$ cat config.mk
export PLATFORM = sky130hd
export DESIGN_NAME = serial_special_function_decoder
export DESIGN_NICKNAME = d
export VERILOG_FILES = /design/src/hw/sfd_pkg.sv /design/src/hw/serial_special_function_decoder.sv
export SDC_FILE = /design/constraint.sdc
export NUM_CORES = 1
export LEC_CHECK = 0
export BUFFER_PORTS_ARGS = -buffer_cell sky130_fd_sc_hd__buf_2
export CAP_MARGIN = 10
export CORE_MARGIN = 10
export CORE_UTILIZATION = 50
export CTS_CLUSTER_DIAMETER = 50
export CTS_CLUSTER_SIZE = 8
export DETAILED_ROUTE_END_ITERATION = 16
export PLACE_DENSITY = 0.72
export SLEW_MARGIN = 20
export SYNTH_ARGS = -nofsm -noshare
export SYNTH_HDL_FRONTEND = slang
export SYNTH_SLANG_ARGS = --single-unit
$ cat constraint.sdc
create_clock -name sys_clk -period 2.5 [get_ports sys_clk]
set_clock_uncertainty 0.05 [all_clocks]
set_input_delay 0.5 -clock sys_clk [delete_from_list [all_inputs] [get_ports sys_clk]]
set_output_delay 0.5 -clock sys_clk [all_outputs]
set_load 0.05 [all_outputs]
$ cat src/hw/sfd_pkg.sv
// constants for the special-function command decoder of a multichannel converter
// assumes a 24-bit serial word, mode bits on top, function code below them
package sfd_pkg;

	// ------------------------------------------------------------
	// serial word layout
	// ------------------------------------------------------------
	localparam int          WORD_BITS    = 24;
	localparam int          MODE_LSB     = 22;
	localparam int          FUNC_LSB     = 16;
	localparam int          FUNC_W       = 6;
	localparam int          OPND_W       = 16;
	localparam logic [1:0]  MODE_SPECIAL = 2'h0;
	localparam logic [4:0]  FRAME_BITS   = 5'h18;
	localparam logic [4:0]  CNT_OVER     = 5'h19;

	// ------------------------------------------------------------
	// function codes
	// ------------------------------------------------------------
	localparam logic [5:0]  FN_NOP       = 6'h00;
	localparam logic [5:0]  FN_CONTROL   = 6'h01;
	localparam logic [5:0]  FN_OFS_ZERO  = 6'h02;
	localparam logic [5:0]  FN_OFS_ONE   = 6'h03;
	localparam logic [5:0]  FN_READ_SEL  = 6'h05;
	localparam logic [5:0]  FN_BANK_0    = 6'h06;
	localparam logic [5:0]  FN_BANK_ALL  = 6'h0b;

	// ------------------------------------------------------------
	// control register fields
	// ------------------------------------------------------------
	localparam int          CTL_PD_BIT    = 0;
	localparam int          CTL_TSD_BIT   = 1;
	localparam int          CTL_SEL_B_BIT = 2;
	localparam int          CTL_OT_BIT    = 4;

	// ------------------------------------------------------------
	// register widths and reset values
	// ------------------------------------------------------------
	localparam int          OFS_W        = 14;
	localparam int          BANK_W       = 8;
	localparam int          BANK_COUNT   = 5;
	localparam logic [13:0] OFS_RESET    = 14'h0000;
	localparam logic [7:0]  BANK_RESET   = 8'h00;
	localparam logic        CTL_RESET    = 1'b0;

	// ------------------------------------------------------------
	// readback operand decode
	// ------------------------------------------------------------
	localparam int          RB_KIND_LSB    = 13;
	localparam int          RB_CODE_LSB    = 7;
	localparam logic [2:0]  RB_KIND_GLOBAL = 3'h4;
	localparam logic [5:0]  RB_CONTROL     = 6'h01;
	localparam logic [5:0]  RB_OFS_ZERO    = 6'h02;
	localparam logic [5:0]  RB_OFS_ONE     = 6'h03;
	localparam logic [5:0]  RB_BANK_0      = 6'h06;
	localparam logic [5:0]  RB_CHAN_FIRST  = 6'h08;
	localparam logic [5:0]  RB_CHAN_LAST   = 6'h2f;

endpackage : sfd_pkg

$ cat src/hw/serial_special_function_decoder.sv
// special-function command decoder and readback shifter of a serial converter
// assumes all serial pins are asynchronous to sys_clk and much slower than it
module serial_special_function_decoder (
	// clock and reset
	input  wire logic                                sys_clk,
	input  wire logic                                rstn,
	// serial link pins
	input  wire logic                                serial_clock,
	input  wire logic                                frame_sync_n,
	input  wire logic                                serial_data_input,
	output logic                                     serial_data_output,
	output logic                                     serial_data_output_oe,
	// status from the analog side
	input  wire logic                                overtemp_alarm,
	// per-channel readback source, same clock
	input  wire logic [15:0]                         channel_read_data,
	output logic [2:0]                               readback_kind_q,
	output logic [5:0]                               readback_channel_q,
	output logic                                     readback_channel_valid_q,
	// control register fields
	output logic                                     input_select_b_q,
	output logic                                     thermal_shutdown_en_q,
	output logic                                     power_down_q,
	// offset levels and bank selection
	output logic [sfd_pkg::OFS_W-1:0]                offset_level_zero_q,
	output logic [sfd_pkg::OFS_W-1:0]                offset_level_one_q,
	output logic [sfd_pkg::BANK_COUNT*sfd_pkg::BANK_W-1:0] channel_uses_b_q
);

	// ------------------------------------------------------------
	// pin synchronisers
	// ------------------------------------------------------------
	logic sclk_meta_q, sclk_q, sclk_prev_q;
	logic sync_meta_q, sync_q, sync_prev_q;
	logic sdi_meta_q, sdi_q;
	logic ot_meta_q, ot_q;

	// two flops per pin, plus a history flop on clock and sync; the first flop feeds no logic
	always_ff @(posedge sys_clk or negedge rstn)
	begin
		if (!rstn)
		begin
			sclk_meta_q <= 1'b0;
			sclk_q      <= 1'b0;
			sclk_prev_q <= 1'b0;
			sync_meta_q <= 1'b1;
			sync_q      <= 1'b1;
			sync_prev_q <= 1'b1;
			sdi_meta_q  <= 1'b0;
			sdi_q       <= 1'b0;
			ot_meta_q   <= 1'b0;
			ot_q        <= 1'b0;
		end
		else
		begin
			sclk_meta_q <= serial_clock;
			sclk_q      <= sclk_meta_q;
			sclk_prev_q <= sclk_q;
			sync_meta_q <= frame_sync_n;
			sync_q      <= sync_meta_q;
			sync_prev_q <= sync_q;
			sdi_meta_q  <= serial_data_input;
			sdi_q       <= sdi_meta_q;
			ot_meta_q   <= overtemp_alarm;
			ot_q        <= ot_meta_q;
		end
	end

	// edge events on the synchronised copies
	// a clock idling high gives one rise after reset; harmless outside a readback
	logic sclk_fall, sclk_rise, frame_start, frame_end;
	assign sclk_fall   = sclk_prev_q & ~sclk_q;
	assign sclk_rise   = ~sclk_prev_q & sclk_q;
	assign frame_start = sync_prev_q & ~sync_q;
	assign frame_end   = ~sync_prev_q & sync_q;

	// ------------------------------------------------------------
	// receive shifter
	// ------------------------------------------------------------
	logic [sfd_pkg::WORD_BITS-1:0] rx_q;
	logic [4:0]                    bit_cnt_q;

	// data sampled on falling clock; count saturates to flag overlong frames
	// every frame start restarts the count, so a cut frame is never applied
	always_ff @(posedge sys_clk or negedge rstn)
	begin
		if (!rstn)
		begin
			rx_q      <= '0;
			bit_cnt_q <= 5'h00;
		end
		else if (frame_start)
			bit_cnt_q <= 5'h00;
		else if (!sync_q && sclk_fall)
		begin
			rx_q <= {rx_q[sfd_pkg::WORD_BITS-2:0], sdi_q};
			if (bit_cnt_q != sfd_pkg::CNT_OVER)
				bit_cnt_q <= bit_cnt_q + 5'h01;
		end
	end

	// ------------------------------------------------------------
	// command decode
	// ------------------------------------------------------------
	logic        word_valid, special;
	logic [5:0]  func;
	logic [15:0] opnd;

	// judged only at frame end: short or long frames drop out whole
	assign word_valid = frame_end && (bit_cnt_q == sfd_pkg::FRAME_BITS);
	assign special    = rx_q[sfd_pkg::WORD_BITS-1:sfd_pkg::MODE_LSB]
	                    == sfd_pkg::MODE_SPECIAL;
	assign func       = rx_q[sfd_pkg::FUNC_LSB+sfd_pkg::FUNC_W-1:sfd_pkg::FUNC_LSB];
	assign opnd       = rx_q[sfd_pkg::OPND_W-1:0];

	// one-hot strobe for each function; nop and reserved codes strobe nothing
	function automatic logic hit(input logic [5:0] code);
		hit = word_valid && special && (func == code);
	endfunction : hit

	// ------------------------------------------------------------
	// control register
	// ------------------------------------------------------------
	// bits 4 and 3 of the operand are dropped: read-only flag and reserved
	// overtemperature is read live, so no stored flag can race a clear
	always_ff @(posedge sys_clk or negedge rstn)
	begin
		if (!rstn)
		begin
			input_select_b_q      <= sfd_pkg::CTL_RESET;
			thermal_shutdown_en_q <= sfd_pkg::CTL_RESET;
			power_down_q          <= sfd_pkg::CTL_RESET;
		end
		else if (hit(sfd_pkg::FN_CONTROL))
		begin
			input_select_b_q      <= opnd[sfd_pkg::CTL_SEL_B_BIT];
			thermal_shutdown_en_q <= opnd[sfd_pkg::CTL_TSD_BIT];
			power_down_q          <= opnd[sfd_pkg::CTL_PD_BIT];
		end
	end

	// ------------------------------------------------------------
	// offset levels
	// ------------------------------------------------------------
	// upper two operand bits are discarded
	always_ff @(posedge sys_clk or negedge rstn)
	begin
		if (!rstn)
		begin
			offset_level_zero_q <= sfd_pkg::OFS_RESET;
			offset_level_one_q  <= sfd_pkg::OFS_RESET;
		end
		else
		begin
			if (hit(sfd_pkg::FN_OFS_ZERO))
				offset_level_zero_q <= opnd[sfd_pkg::OFS_W-1:0];
			if (hit(sfd_pkg::FN_OFS_ONE))
				offset_level_one_q <= opnd[sfd_pkg::OFS_W-1:0];
		end
	end

	// ------------------------------------------------------------
	// bank selection registers
	// ------------------------------------------------------------
	// one register per eight channels; bit set routes channel to register b
	for (genvar g = 0; g < sfd_pkg::BANK_COUNT; g++)
	begin : g_bank
		always_ff @(posedge sys_clk or negedge rstn)
		begin
			if (!rstn)
				channel_uses_b_q[g*sfd_pkg::BANK_W +: sfd_pkg::BANK_W] <= sfd_pkg::BANK_RESET;
			else if (hit(sfd_pkg::FN_BANK_0 + 6'(g)) || hit(sfd_pkg::FN_BANK_ALL))
				channel_uses_b_q[g*sfd_pkg::BANK_W +: sfd_pkg::BANK_W] <=
					opnd[sfd_pkg::BANK_W-1:0];
		end
	end

	// ------------------------------------------------------------
	// readback selection
	// ------------------------------------------------------------
	logic [5:0] rb_code_q;
	logic       rb_pending_q;
	logic       rb_sel;
	logic       chan_ok;

	assign rb_sel  = hit(sfd_pkg::FN_READ_SEL);
	// operand bits 6..0 never take part in the decode
	// out-of-range codes read zero instead of aliasing onto a real channel
	assign chan_ok = opnd[sfd_pkg::RB_KIND_LSB+2] == 1'b0
	                 && opnd[sfd_pkg::RB_KIND_LSB-1:sfd_pkg::RB_CODE_LSB] >= sfd_pkg::RB_CHAN_FIRST
	                 && opnd[sfd_pkg::RB_KIND_LSB-1:sfd_pkg::RB_CODE_LSB] <= sfd_pkg::RB_CHAN_LAST;

	// latch kind and code; channel index handed to the channel store
	always_ff @(posedge sys_clk or negedge rstn)
	begin
		if (!rstn)
		begin
			readback_kind_q          <= 3'h0;
			rb_code_q                <= 6'h00;
			readback_channel_q       <= 6'h00;
			readback_channel_valid_q <= 1'b0;
		end
		else if (rb_sel)
		begin
			readback_kind_q          <= opnd[sfd_pkg::RB_KIND_LSB+2:sfd_pkg::RB_KIND_LSB];
			rb_code_q                <= opnd[sfd_pkg::RB_KIND_LSB-1:sfd_pkg::RB_CODE_LSB];
			readback_channel_valid_q <= chan_ok;
			readback_channel_q       <= opnd[sfd_pkg::RB_KIND_LSB-1:sfd_pkg::RB_CODE_LSB]
			                            - sfd_pkg::RB_CHAN_FIRST;
		end
	end

	// data chosen for the next transfer; unmapped codes read zero
	logic [15:0] rb_data;
	always_comb
	begin
		rb_data = 16'h0000;
		if (readback_kind_q == sfd_pkg::RB_KIND_GLOBAL)
		begin
			if (rb_code_q == sfd_pkg::RB_CONTROL)
			begin
				rb_data[sfd_pkg::CTL_OT_BIT]    = ot_q;
				rb_data[sfd_pkg::CTL_SEL_B_BIT] = input_select_b_q;
				rb_data[sfd_pkg::CTL_TSD_BIT]   = thermal_shutdown_en_q;
				rb_data[sfd_pkg::CTL_PD_BIT]    = power_down_q;
			end
			else if (rb_code_q == sfd_pkg::RB_OFS_ZERO)
				rb_data = {2'h0, offset_level_zero_q};
			else if (rb_code_q == sfd_pkg::RB_OFS_ONE)
				rb_data = {2'h0, offset_level_one_q};
			else
				for (int i = 0; i < sfd_pkg::BANK_COUNT; i++)
					if (rb_code_q == sfd_pkg::RB_BANK_0 + 6'(i))
						rb_data = {8'h00, channel_uses_b_q[i*sfd_pkg::BANK_W +: sfd_pkg::BANK_W]};
		end
		else if (!readback_kind_q[2] && readback_channel_valid_q)
			rb_data = channel_read_data;
	end

	// ------------------------------------------------------------
	// readback shifter
	// ------------------------------------------------------------
	logic [sfd_pkg::WORD_BITS-1:0] tx_q;
	logic                          tx_active_q;

	// output enabled at select, loaded at next frame start, changed on rising
	// clock so the host samples a settled bit on the falling edge
	always_ff @(posedge sys_clk or negedge rstn)
	begin
		if (!rstn)
		begin
			rb_pending_q          <= 1'b0;
			tx_active_q           <= 1'b0;
			tx_q                  <= '0;
			serial_data_output    <= 1'b0;
			serial_data_output_oe <= 1'b0;
		end
		else if (frame_end)
		begin
			// a new select in the closing frame re-arms the output at once
			tx_active_q           <= 1'b0;
			rb_pending_q          <= rb_sel;
			serial_data_output_oe <= rb_sel || rb_pending_q;
			// pin back to zero at every frame end, so a later frame opens on zero
			serial_data_output    <= 1'b0;
		end
		else if (frame_start && rb_pending_q)
		begin
			rb_pending_q       <= 1'b0;
			tx_active_q        <= 1'b1;
			tx_q               <= {8'h00, rb_data} << 1;
			serial_data_output <= 1'b0; // word's top bit, always zero
		end
		else if (tx_active_q && !sync_q && sclk_rise)
		begin
			serial_data_output <= tx_q[sfd_pkg::WORD_BITS-1];
			tx_q               <= tx_q << 1;
		end
	end

endmodule : serial_special_function_decoder

Yosys cells after proc, flatten, opt, wreduce, memory -nomap -nowiden. Index checks and enable logic that the tools add are counted.

Add/subtract/negate cells: 2. Order comparisons: 2. Equal/unequal tests: 21. Mux-type cells: 25. Bitwise logic cells: 11. Reductions and logical operators: 36.

Operator list (number): $mux W16 (8); $mux W24 (2); $eq A6 B4 Y1 const B (7); $eq A6 B3 Y1 const B (5); $eq A6 B2 Y1 const B (4); $logic_and A1 B1 Y1 (19); $mux W5 (3); $eq A6 B1 Y1 const B (2); $mux W11 (1); $mux W1 (9); $mux W8 (1); $reduce_bool A2 Y1 (4); $not A1 Y1 (7); $ge A6 B4 Y1 const B (1); $le A6 B6 Y1 const B (1); $logic_or A1 B1 Y1 (6); $reduce_and A2 Y1 (3); $sub A6 B4 Y6 const B (1); $add A5 B1 Y5 const B (1); $eq A5 B5 Y1 const B (1); $ne A5 B5 Y1 const B (1); $and A1 B1 Y1 (4); $eq A3 B3 Y1 const B (1); $mux W3 (1); other kinds (3) (4).

Register bits after elaboration: 154. Input port bits: 22. Output and inout bits: 83. Word-level logic and storage cells: 128.

Longest topological paths before layout. Gate-level depths: netlist of the first run.

Depth in word-level cells: 11. Depth in mapped cells: 8. Depth with buffers taken out: 7.

Worst setup path before layout of the first run. Ideal clock, no wire load.

Path kind: flip-flop to flip-flop. From: register bit_cnt_q[0]. To: register readback_channel_q[3]. Library setup time: 0.125 ns. Arrival: 1.897 ns. Required time: 2.325 ns. Setup slack: 0.427 ns. Cell stages (with the launch flop): 8. Buffers on the path: 1. Period minus slack after synthesis: 2.073 ns. Path through: dfrtp_1 > inv_1 > ha_1 > and4bb_4 > nand3_4 > nor4b_4 > buf_6 > mux2_4.

Cells in the longest elaborated chain, start to end: 4.

Ends and longest elaborated chain: start: declaration (RTL line serial_special_function_decoder.sv:81) `logic [4:0] bit_cnt_q;`; start signal: assignment (RTL line serial_special_function_decoder.sv:98) `bit_cnt_q <= bit_cnt_q + 5'h01;`; $eq A5 B5 Y1 (RTL line serial_special_function_decoder.sv:110) `assign word_valid = frame_end && (bit_cnt_q == sfd_pkg::FRAME_BITS);`; $logic_and A1 B1 Y1 (RTL line serial_special_function_decoder.sv:110); $logic_and A1 B1 Y1 (2 in series) (RTL line serial_special_function_decoder.sv:118) `hit = word_valid && special && (func == code);`; end signal: assignment (RTL line serial_special_function_decoder.sv:208) `readback_channel_q <= opnd[sfd_pkg::RB_KIND_LSB-1:sfd_pkg::RB_CODE_LSB]`; end: declaration (RTL line serial_special_function_decoder.sv:18) `output logic [5:0] readback_channel_q,`.

No other way between the ends. A chain may end at the register's enable or synchronous reset.

Worst setup path in the final report of the first run.
From: register rb_code_q[3]. To: register tx_q[4] (netlist name).

Cells in the longest elaborated chain, start to end: 11. Elaborated cells on any way between the ends: 18. Those cells by class: eq/ne (8); mux (10).

Ends and longest elaborated chain: start: declaration (RTL line serial_special_function_decoder.sv:181) `logic [5:0] rb_code_q;`; start signal: assignment (RTL line serial_special_function_decoder.sv:206) `rb_code_q <= opnd[sfd_pkg::RB_KIND_LSB-1:sfd_pkg::RB_CODE_LSB];`; $eq A6 B3 Y1 (RTL line serial_special_function_decoder.sv:233) `if (rb_code_q == sfd_pkg::RB_BANK_0 + 6'(i))`; $mux W8 (RTL line serial_special_function_decoder.sv:233); $mux W16 (4 in series) (RTL line serial_special_function_decoder.sv:233); $mux W16 (RTL line serial_special_function_decoder.sv:229) `else if (rb_code_q == sfd_pkg::RB_OFS_ONE)`; $mux W16 (RTL line serial_special_function_decoder.sv:227) `else if (rb_code_q == sfd_pkg::RB_OFS_ZERO)`; $mux W1 * (RTL line serial_special_function_decoder.sv:220) `if (rb_code_q == sfd_pkg::RB_CONTROL)`; $mux W16 * (RTL line serial_special_function_decoder.sv:218) `if (readback_kind_q == sfd_pkg::RB_KIND_GLOBAL)`; $mux W24 * (RTL line serial_special_function_decoder.sv:267) `else if (frame_start && rb_pending_q)`; end signal: assignment (RTL line serial_special_function_decoder.sv:271) `tx_q <= {8'h00, rb_data} << 1;`; end signal: assignment (RTL line serial_special_function_decoder.sv:277) `tx_q <= tx_q << 1;`; end: declaration (RTL line serial_special_function_decoder.sv:243) `logic [sfd_pkg::WORD_BITS-1:0] tx_q;`.

Every way passes the cells marked *; elsewhere a longest branch is shown, timed or not.

==> flow_summary.yaml, run 1 <==
status:
  violations: "hold timing"
  status: "finished with violations"
route:
  wire_per_inst_um: 21.4
  drt_iter0_markers: 525
  viasPerCell: 5.90
  drt_pass1_iterations: 5
  num_vias: 5023
  wl_mm: 18.2
  drcViolationCount: 0
  antenna_left: 0
placed_design:
  port_buffers: 104
  dp.cells: 819
  post-dp-hpwl_mm: 13.0
  place_ws_ns: 0.399
  place_congestion: 0.888
floorplan:
  initial_core_util_pct: 51.2
  core_area_um2: 13300
  ios: 105
  fp-row-count: 42
  die_area_um2: 18800
  die_y_um: 137
  die_w_um: 137
worst_setup_path:
  worstPathArrival_ns: 2.50
  start_kind: "flop"
  path_max_fanout: 12
  rrSetupSlack_ns: 0.24
  critPathRequiredTime_ns: 2.74
  critPathCaptureType: "flop"
  r2r-end: "tx_q[4]$_DFFE_PN0P_"
  reg2reg_depth: 5
  critPathKind: "reg2reg"
  r2r-start: "rb_code_q[3]$_DFFE_PN0P_"
timing:
  tightest_slew_ns: 0.553
  final-max-slew-violation-count: 0
  finalHoldViolCount: 2
  whs_ns: -0.00122
  max_slew_margin_pct: 63.1
  worst_slack_ns: 0.236
  setup_violations: 0
  grt_setup_unrepaired: "false"
  min_period_ns: 2.26
  period_share_pct: 90.6
  setup_tns_ns: 0
  clock.fmax_mhz: 442
synth:
  synthFlopType: "dfrtp_1"
  ys_seq_area_share_pct: 54.9
  synth_mux_area_share_pct: 17.8
  synth-compound-area-share_pct: 9.91
  synthTopCellsByArea: "dfrtp_1, mux2_2, nand2_1, a21oi_1, a22oi_1"
  synth_top_family_by_area: "multiplexers"
  syn_nets: 574
  synth_area_um2: 6840
  synthSimpleGateAreaFrac_pct: 13.0
  synth_top_cell_by_area: "dfrtp_1"
  synth-edff-count: 0
  netlist.area_leader.share_pct: 53.8
  synth_seq_cells: 150
  ys_types: 62
  ys_warn_count: 0
  async_flop_share_pct: 100
  syn_avg_cell_area_um2: 12.5
  synth_adder_area_share_pct: 0.732
  synth_cells: 548
  synthXorXnorAreaFrac_pct: 0.768
clock_network:
  numCtsBuffers: 17
  clkLatencyLatePin_ns: 0.42
  cts.sinks: 150
  htreeDepth: 4
  cts_setup_buffers: 0
  clkTransAtPathRegs_ns: 0.06
  ctsResizeCount: 0
  clock-root-buffer: "clkbuf_16"
  cts_buffer_depth: 2
  cts_tree: "yes"
  postCtsHoldBufs: 0
pwr:
  powerDensity_nw_per_um2: 717
  p_leak_uw: 0.00409
  vdd_drop_max_mv: 0.483
grt:
  groute.usage.overall_pct: 19.8
  overflow: 0
  grt_max_degree: 60
  grt_pass1_wl_mm: 28.7
  antenna_found_initial: 1
  grt_pass1_vias: 5148
layout:
  mostFrequentLayoutCells: "dfrtp_1, buf_2, mux2_2"
  syn_to_final_growth_pct: 21.1
  drive_above_1_share_pct: 41.3
  fin_nets: 688
  diodes: 0
  fin_cells: 851
  final_common_cell: "dfrtp_1"
hold_path:
  hp-class: "in2async"
run:
  cap_violations: 0
## cells in the mapped netlist (2+ instances only)
master / n
and2_1: 5
nor4bb_1: 3
buf_1: 5
a32oi_1: 3
mux2_4: 3
nor2_1: 16
o2111ai_1: 3
nor2_2: 4
buf_6: 3
a21oi_1: 29
o31ai_1: 4
clkbuf_1: 9
nand4b_1: 2
buf_4: 5
buf_2: 8
dfrtp_1: 147
nor4_4: 2
a221oi_1: 3
ha_1: 4
nor3_2: 3
o22a_1: 4
nand2_1: 46
and3b_1: 4
xnor2_1: 2
a22oi_1: 18
o21ai_0: 15
nand3_1: 12
mux2_2: 99
xor2_1: 4
and2_0: 2
nor2b_1: 5
mux2i_1: 6
a2bb2oi_1: 7
a31oi_1: 4
nor3b_1: 4
nand4_1: 4
nor4b_4: 2
dfstp_2: 3
a22o_1: 7
inv_1: 6
and4b_1: 2
and3_1: 11
## kinds of logic after synthesis
| family | Yosys count |
|---|---|
| buf+inv | 37 |
| xor+xnor | 6 |
| flops | 150 |
| fa+ha+maj | 4 |
| compound gates | 101 |
| simple gates | 142 |
| mux | 108 |
## worst max path at each step
stage	start	endpoint	slack [ns]	cells after the start
after floorplan	bit_cnt_q[0]$_DFFE_PN0P_	readback_channel_q[3]$_DFFE_PN0P_	0.43	7
after global placement	bit_cnt_q[0]$_DFFE_PN0P_	offset_level_zero_q[8]$_DFFE_PN0P_	0.46	7
after detailed placement	bit_cnt_q[1]$_DFFE_PN0P_	offset_level_zero_q[7]$_DFFE_PN0P_	0.40	7
after CTS	rb_code_q[3]$_DFFE_PN0P_	tx_q[4]$_DFFE_PN0P_	0.27	5
after global routing	rb_code_q[3]$_DFFE_PN0P_	tx_q[4]$_DFFE_PN0P_	0.11	5
final	rb_code_q[3]$_DFFE_PN0P_	tx_q[4]$_DFFE_PN0P_	0.24	5
## critical path, stage by stage (launching register included)
cell and delay, ns:
dfrtp_1 0.58, nor3b_2 0.53, and3b_1 0.39, a21oi_1 0.10, and3_1 0.16, o31ai_1 0.33
## power by group
group	internal, µW	total (µW)	switching, µW	leakage (µW)
registers	2570	2730	167	0.00203
clock network	1870	2870	999	0.000314
logic	154	334	180	0.00174
total	4600	5940	1350	0.00409
## cell type report
class | instances | area (µm²)
inverter | 7 | 26.3
timing repair buffer | 125 | 722
fill | 1019 | 5070
clock inverter | 12 | 226
multi-input combinational | 361 | 2890
clock buffer | 20 | 437
tap | 176 | 220
sequential | 150 | 3760
## metal layers
metal	GRT usage [%]	up-vias	share of wire, %	wire length (µm)
li1	-	2240	-	-
met1	24.8	2562	41	7480
met2	31.7	192	49	8930
met3	5.65	29	8.0	1470
met4	7.90	0	2.0	366
met5	0	-	0	0
## metrics by stage
stage          area [µm²]  total power (µW)  hold WS [ns]  utilization, %
6_report             8280              5940      -0.00122            62.0
5_1_grt              8280              6140        0.0355            62.0
4_1_cts              8280              5950        0.0197            62.0
3_5_place_dp         7620              3110         0.286            57.1
3_3_place_gp         7620              3080         0.285            57.1
2_1_floorplan        6840              2930         0.154               -
## flip-flops by register name, summed over array words and instances (netlist names), 3 cells and up
name and count:
readback_channel_q 6, offset_level_one_q 14, offset_level_zero_q 14, rb_code_q 3
bit_cnt_q 5, rx_q 24, readback_kind_q 3, tx_q 23
channel_uses_b_q 40
No activity file was read; power rests on OpenSTA's default activity.
==> run 2, diff against run 1 <==
==> constraint.sdc (replaced) <==
create_clock -name sys_clk -period 2.5 [get_ports sys_clk]
set_clock_uncertainty 0.05 [all_clocks]
set_input_delay 0.375 -clock sys_clk [delete_from_list [all_inputs] [get_ports sys_clk]]
set_output_delay 0.375 -clock sys_clk [all_outputs]
set_load 0.05 [all_outputs]
==> flow_summary.yaml, run 2 (synthesis results as in run 1) <==
status:
  status: "finished clean"
route:
  num_vias: 5028
  drt_iter0_markers: 336
  antenna_left: 0
  viasPerCell: 5.88
  drcViolationCount: 0
  wl_mm: 18.3
  drt_pass1_iterations: 5
  wire_per_inst_um: 21.4
grt:
  grt_max_degree: 81
  antenna_found_initial: 0
  groute.usage.overall_pct: 19.8
  grt_pass1_wl_mm: 28.6
  overflow: 0
  grt_pass1_vias: 5131
pwr:
  powerDensity_nw_per_um2: 674
  p_leak_uw: 0.00408
  vdd_drop_max_mv: 0.433
  power_uw: 5540
layout:
  fin_cells: 855
  drive_above_1_share_pct: 40.6
  diodes: 0
  fin_nets: 693
  final_util_pct: 61.6
  syn_to_final_growth_pct: 20.2
  mostFrequentLayoutCells: "dfrtp_1, buf_2, mux2_2"
  reg_top3: "channel_uses_b_q (40), rx_q (24), tx_q (23)"
  regMostFlops: "channel_uses_b_q"
  largest_reg_flops: 40
  final_common_cell: "dfrtp_1"
worst_setup_path:
  path_max_fanout: 14
  crit_chain: "inv_1 -> ha_1 -> and4bb_4 -> nand4_2 -> nor2_2 -> nand2_2 -> mux2_2"
  worstPathArrival_ns: 2.39
  critPathRequiredTime_ns: 2.76
  start_kind: "flop"
  critPathKind: "reg2reg"
  crit_slowest_cell: "dfrtp_1"
  critical-path-max-stage-delay_ns: 0.43
  r2r-end: "offset_level_one_q[3]$_DFFE_PN0P_"
  reg2reg_depth: 7
  r2r-start: "bit_cnt_q[0]$_DFFE_PN0P_"
  critPathCaptureType: "flop"
  rrSetupSlack_ns: 0.37
hold_path:
  hold_path_end: "tx_q[6]$_DFFE_PN0P_"
  hp-class: "in2reg"
  holdPathStages: 3
  min_from: "channel_read_data[5]"
clock_network:
  clkTransAtPathRegs_ns: 0.06
  htreeDepth: 4
  cts_buffer_depth: 2
  clkLatencyLatePin_ns: 0.42
  cts.sinks: 150
  cts_tree: "yes"
  numCtsBuffers: 17
  cts_setup_buffers: 0
  clock-root-buffer: "clkbuf_16"
run:
  cap_violations: 0
placed_design:
  post-dp-hpwl_mm: 13.2
  place_ws_ns: 0.366
  place_congestion: 0.881
  dp.cells: 819
  port_buffers: 104
floorplan:
  core_area_um2: 13300
  ios: 105
  initial_core_util_pct: 51.2
  die_w_um: 137
  die_area_um2: 18800
  die_y_um: 137
  fp-row-count: 42
timing:
  setup_violations: 0
  finalHoldViolCount: 0
  setup_tns_ns: 0
  worst_slack_ns: 0.366
  min_period_ns: 2.13
  period_share_pct: 85.4
  clock.fmax_mhz: 469
  final-max-slew-violation-count: 0
  grt_setup_unrepaired: "false"
  max_slew_margin_pct: 63.6
  tightest_slew_ns: 0.546
## run 2: cell count changes in the layout (fill, tap and decap cells not counted)
cell	delta
buf_4	+1
clkinv_2	+1
clkbuf_8	+6
bufinv_16	-5
clkinv_4	-3
clkinvlp_4	-2
buf_12	-1
clkbuf_1	+2
dlygate4sd3_1	+5
## run 2: how the worst max path moves through the flow
stage	start	endpoint	slack [ns]	depth (start not counted)
6_report	bit_cnt_q[0]$_DFFE_PN0P_	offset_level_one_q[3]$_DFFE_PN0P_	0.37	7
5_1_grt	rb_code_q[3]$_DFFE_PN0P_	tx_q[4]$_DFFE_PN0P_	0.20	5
4_1_cts	bit_cnt_q[0]$_DFFE_PN0P_	offset_level_zero_q[5]$_DFFE_PN0P_	0.36	7
3_5_place_dp	bit_cnt_q[0]$_DFFE_PN0P_	offset_level_zero_q[5]$_DFFE_PN0P_	0.37	7
3_3_place_gp	bit_cnt_q[0]$_DFFE_PN0P_	offset_level_zero_q[1]$_DFFE_PN0P_	0.46	7
2_1_floorplan	bit_cnt_q[0]$_DFFE_PN0P_	readback_channel_q[3]$_DFFE_PN0P_	0.43	7
## run 2: layout make-up
class                   instances  area (µm²)
fillers                      1076        5120
repair buffers                130         759
clock buffers                  28         527
clock inverters                 3        40.0
flip-flops and latches        150        3760
inverters                       7        26.3
well taps                     176         220
multi-input cells             361        2890
## run 2: routing by layer
metal  wire length (µm)  up-vias  GRT usage (%)
met3               1160       32           4.58
met1               7790     2590           25.5
li1                   -     2248              -
met5                  0        -              0
met2               9040      158           32.0
met4                327        0           7.03
## run 2: critical path: cells and delay by family (launching register included)
family                     cells  cell delay [ns]
DFF                            1             0.43
and+or+nand+nor                4             0.93
muxes                          1             0.36
buffers and inverters          1             0.09
adders and majority gates      1             0.15
## run 2: power by group
group          leakage (µW)  internal, µW  switching [µW]
combinational       0.00176           157             183
clock              0.000280          1520             938
sequential          0.00203          2570             173
total               0.00408          4250            1290
## run 2: through the flow
| step | area, µm² | hold slack (ns) |
|---|---|---|
| 3_5_place_dp | 7610 | 0.273 |
| 5_1_grt | 8220 | 0.151 |
| 6_report | 8220 | 0.130 |
| 4_1_cts | 8220 | 0.119 |
| 3_3_place_gp | 7610 | 0.265 |
| 2_1_floorplan | 6840 | 0.0294 |
## run 2: timing repair
item / CTS / global route
hold endpoints to repair: 42 / 0
resized for setup: 0 / 0
hold buffers: 5 / 0
setup endpoints to repair: 0 / 0
==> run 3, diff against run 2 <==
--- a/config.mk
+++ b/config.mk
@@ -8,11 +8,11 @@
 export BUFFER_PORTS_ARGS = -buffer_cell sky130_fd_sc_hd__buf_2
 export CAP_MARGIN = 10
 export CORE_MARGIN = 10
-export CORE_UTILIZATION = 50
+export CORE_UTILIZATION = 57
 export CTS_CLUSTER_DIAMETER = 50
 export CTS_CLUSTER_SIZE = 8
 export DETAILED_ROUTE_END_ITERATION = 16
-export PLACE_DENSITY = 0.72
+export PLACE_DENSITY = 0.8
 export SLEW_MARGIN = 20
 export SYNTH_ARGS = -nofsm -noshare
 export SYNTH_HDL_FRONTEND = slang
==> flow_summary.yaml, run 3 (synthesis results as in run 1) <==
layout:
  mostFrequentLayoutCells: "dfrtp_1, buf_2, mux2_2"
  fin_nets: 695
  final_common_cell: "dfrtp_1"
  regMostFlops: "channel_uses_b_q"
  drive_above_1_share_pct: 41.3
  diodes: 0
  syn_to_final_growth_pct: 19.5
  largest_reg_flops: 40
  reg_top3: "channel_uses_b_q (40), rx_q (24), tx_q (23)"
timing:
  setup_violations: 0
  finalHoldViolCount: 0
  max_slew_margin_pct: 43.1
  clock.fmax_mhz: 462
  min_period_ns: 2.16
  grt_setup_unrepaired: "false"
  setup_tns_ns: 0
  tightest_slew_ns: 0.850
  final-max-slew-violation-count: 0
  period_share_pct: 86.5
pwr:
  vdd_drop_max_mv: 0.434
  p_leak_uw: 0.00408
  power_uw: 5510
  powerDensity_nw_per_um2: 674
grt:
  antenna_found_initial: 0
  grt_pass1_vias: 5209
  overflow: 0
  groute.usage.overall_pct: 21.9
  grt_pass1_wl_mm: 28.5
  grt_max_degree: 65
clock_network:
  clock-root-buffer: "clkbuf_16"
  clkLatencyLatePin_ns: 0.42
  cts_buffer_depth: 2
  cts_tree: "yes"
  numCtsBuffers: 17
  cts.sinks: 150
  cts_setup_buffers: 0
  htreeDepth: 4
  clkTransAtPathRegs_ns: 0.06
hold_path:
  holdPathStages: 1
  hp-class: "in2reg"
  hold_path_end: "sclk_meta_q$_DFF_PN0_"
  min_from: "serial_clock"
worst_setup_path:
  critPathRequiredTime_ns: 2.76
  critPathKind: "reg2reg"
  critPathCaptureType: "flop"
  r2r-start: "rb_code_q[3]$_DFFE_PN0P_"
  worstPathArrival_ns: 2.42
  reg2reg_depth: 5
  path_max_fanout: 12
  start_kind: "flop"
  r2r-end: "tx_q[4]$_DFFE_PN0P_"
  rrSetupSlack_ns: 0.34
run:
  cap_violations: 0
floorplan:
  ios: 105
  die_area_um2: 16800
  core_area_um2: 11600
  die_y_um: 130
  die_w_um: 130
  fp-row-count: 39
  initial_core_util_pct: 59.1
placed_design:
  post-dp-hpwl_mm: 12.8
  port_buffers: 104
  place_congestion: 0.914
route:
  drt_iter0_markers: 565
  drcViolationCount: 0
  antenna_left: 0
  wire_per_inst_um: 21.7
  wl_mm: 17.9
  drt_pass1_iterations: 5
  num_vias: 5041
  viasPerCell: 6.11
status:
  status: "finished clean"
[run 3: layout make-up]
class | count | area (µm²)
Multi-Input combinational cell | 361 | 2890
Fill cell | 786 | 3390
Timing Repair Buffer | 132 | 747
Clock inverter | 7 | 68.8
Sequential cell | 150 | 3760
Inverter | 7 | 26.3
Clock buffer | 25 | 505
Tap cell | 143 | 179
[run 3: routing by layer]
layer  vias up  routed length (µm)  track usage (%)
li1       2265                   -                -
met1      2550                7390             27.9
met2       193                8790             35.0
met3        33                1350             5.91
met4         0                 396             8.60
met5         -                   0                0
[run 3: report_power, final]
part / internal (µW) / switching, µW / total, µW
sequential: 2570 / 162 / 2730
clock: 1500 / 944 / 2440
combinational: 155 / 188 / 342
[run 3: repair_timing]
action	CTS	global route
endpoints found under the hold margin	59	1
hold buffers	3	1
gates resized for setup	0	0
[run 3: how the worst max path moves through the flow]
| stage | startpoint | to | slack (ns) | cells past startpoint |
|---|---|---|---|---|
| after floorplan | bit_cnt_q[0]$_DFFE_PN0P_ | readback_channel_q[3]$_DFFE_PN0P_ | 0.43 | 7 |
| after global placement | bit_cnt_q[0]$_DFFE_PN0P_ | offset_level_zero_q[6]$_DFFE_PN0P_ | 0.46 | 7 |
| after detailed placement | rb_code_q[3]$_DFFE_PN0P_ | tx_q[4]$_DFFE_PN0P_ | 0.37 | 5 |
| after CTS | rb_code_q[3]$_DFFE_PN0P_ | tx_q[4]$_DFFE_PN0P_ | 0.36 | 5 |
| after global routing | rb_code_q[3]$_DFFE_PN0P_ | tx_q[4]$_DFFE_PN0P_ | 0.15 | 5 |
| final | rb_code_q[3]$_DFFE_PN0P_ | tx_q[4]$_DFFE_PN0P_ | 0.34 | 5 |
[run 3: worst max-delay path, cell delays in order, from the launching register on]
cell     delay (ns)
dfrtp_1        0.60
nor3b_2        0.51
and3b_1        0.38
a21oi_1        0.11
and3_1         0.15
o31ai_1        0.24
[run 3: metrics by stage]
stage,hold WS [ns],cell area [µm²],std cells,setup WS (ns),util [%]
6_report,0.0123,8180,825,0.338,70.7
5_1_grt,0.00303,8180,825,0.146,70.7
4_1_cts,0.000781,8170,824,0.359,70.6
3_5_place_dp,0.286,7560,789,0.366,65.4
3_3_place_gp,0.285,7560,789,0.464,65.4
2_1_floorplan,0.0294,6840,548,0.427,-
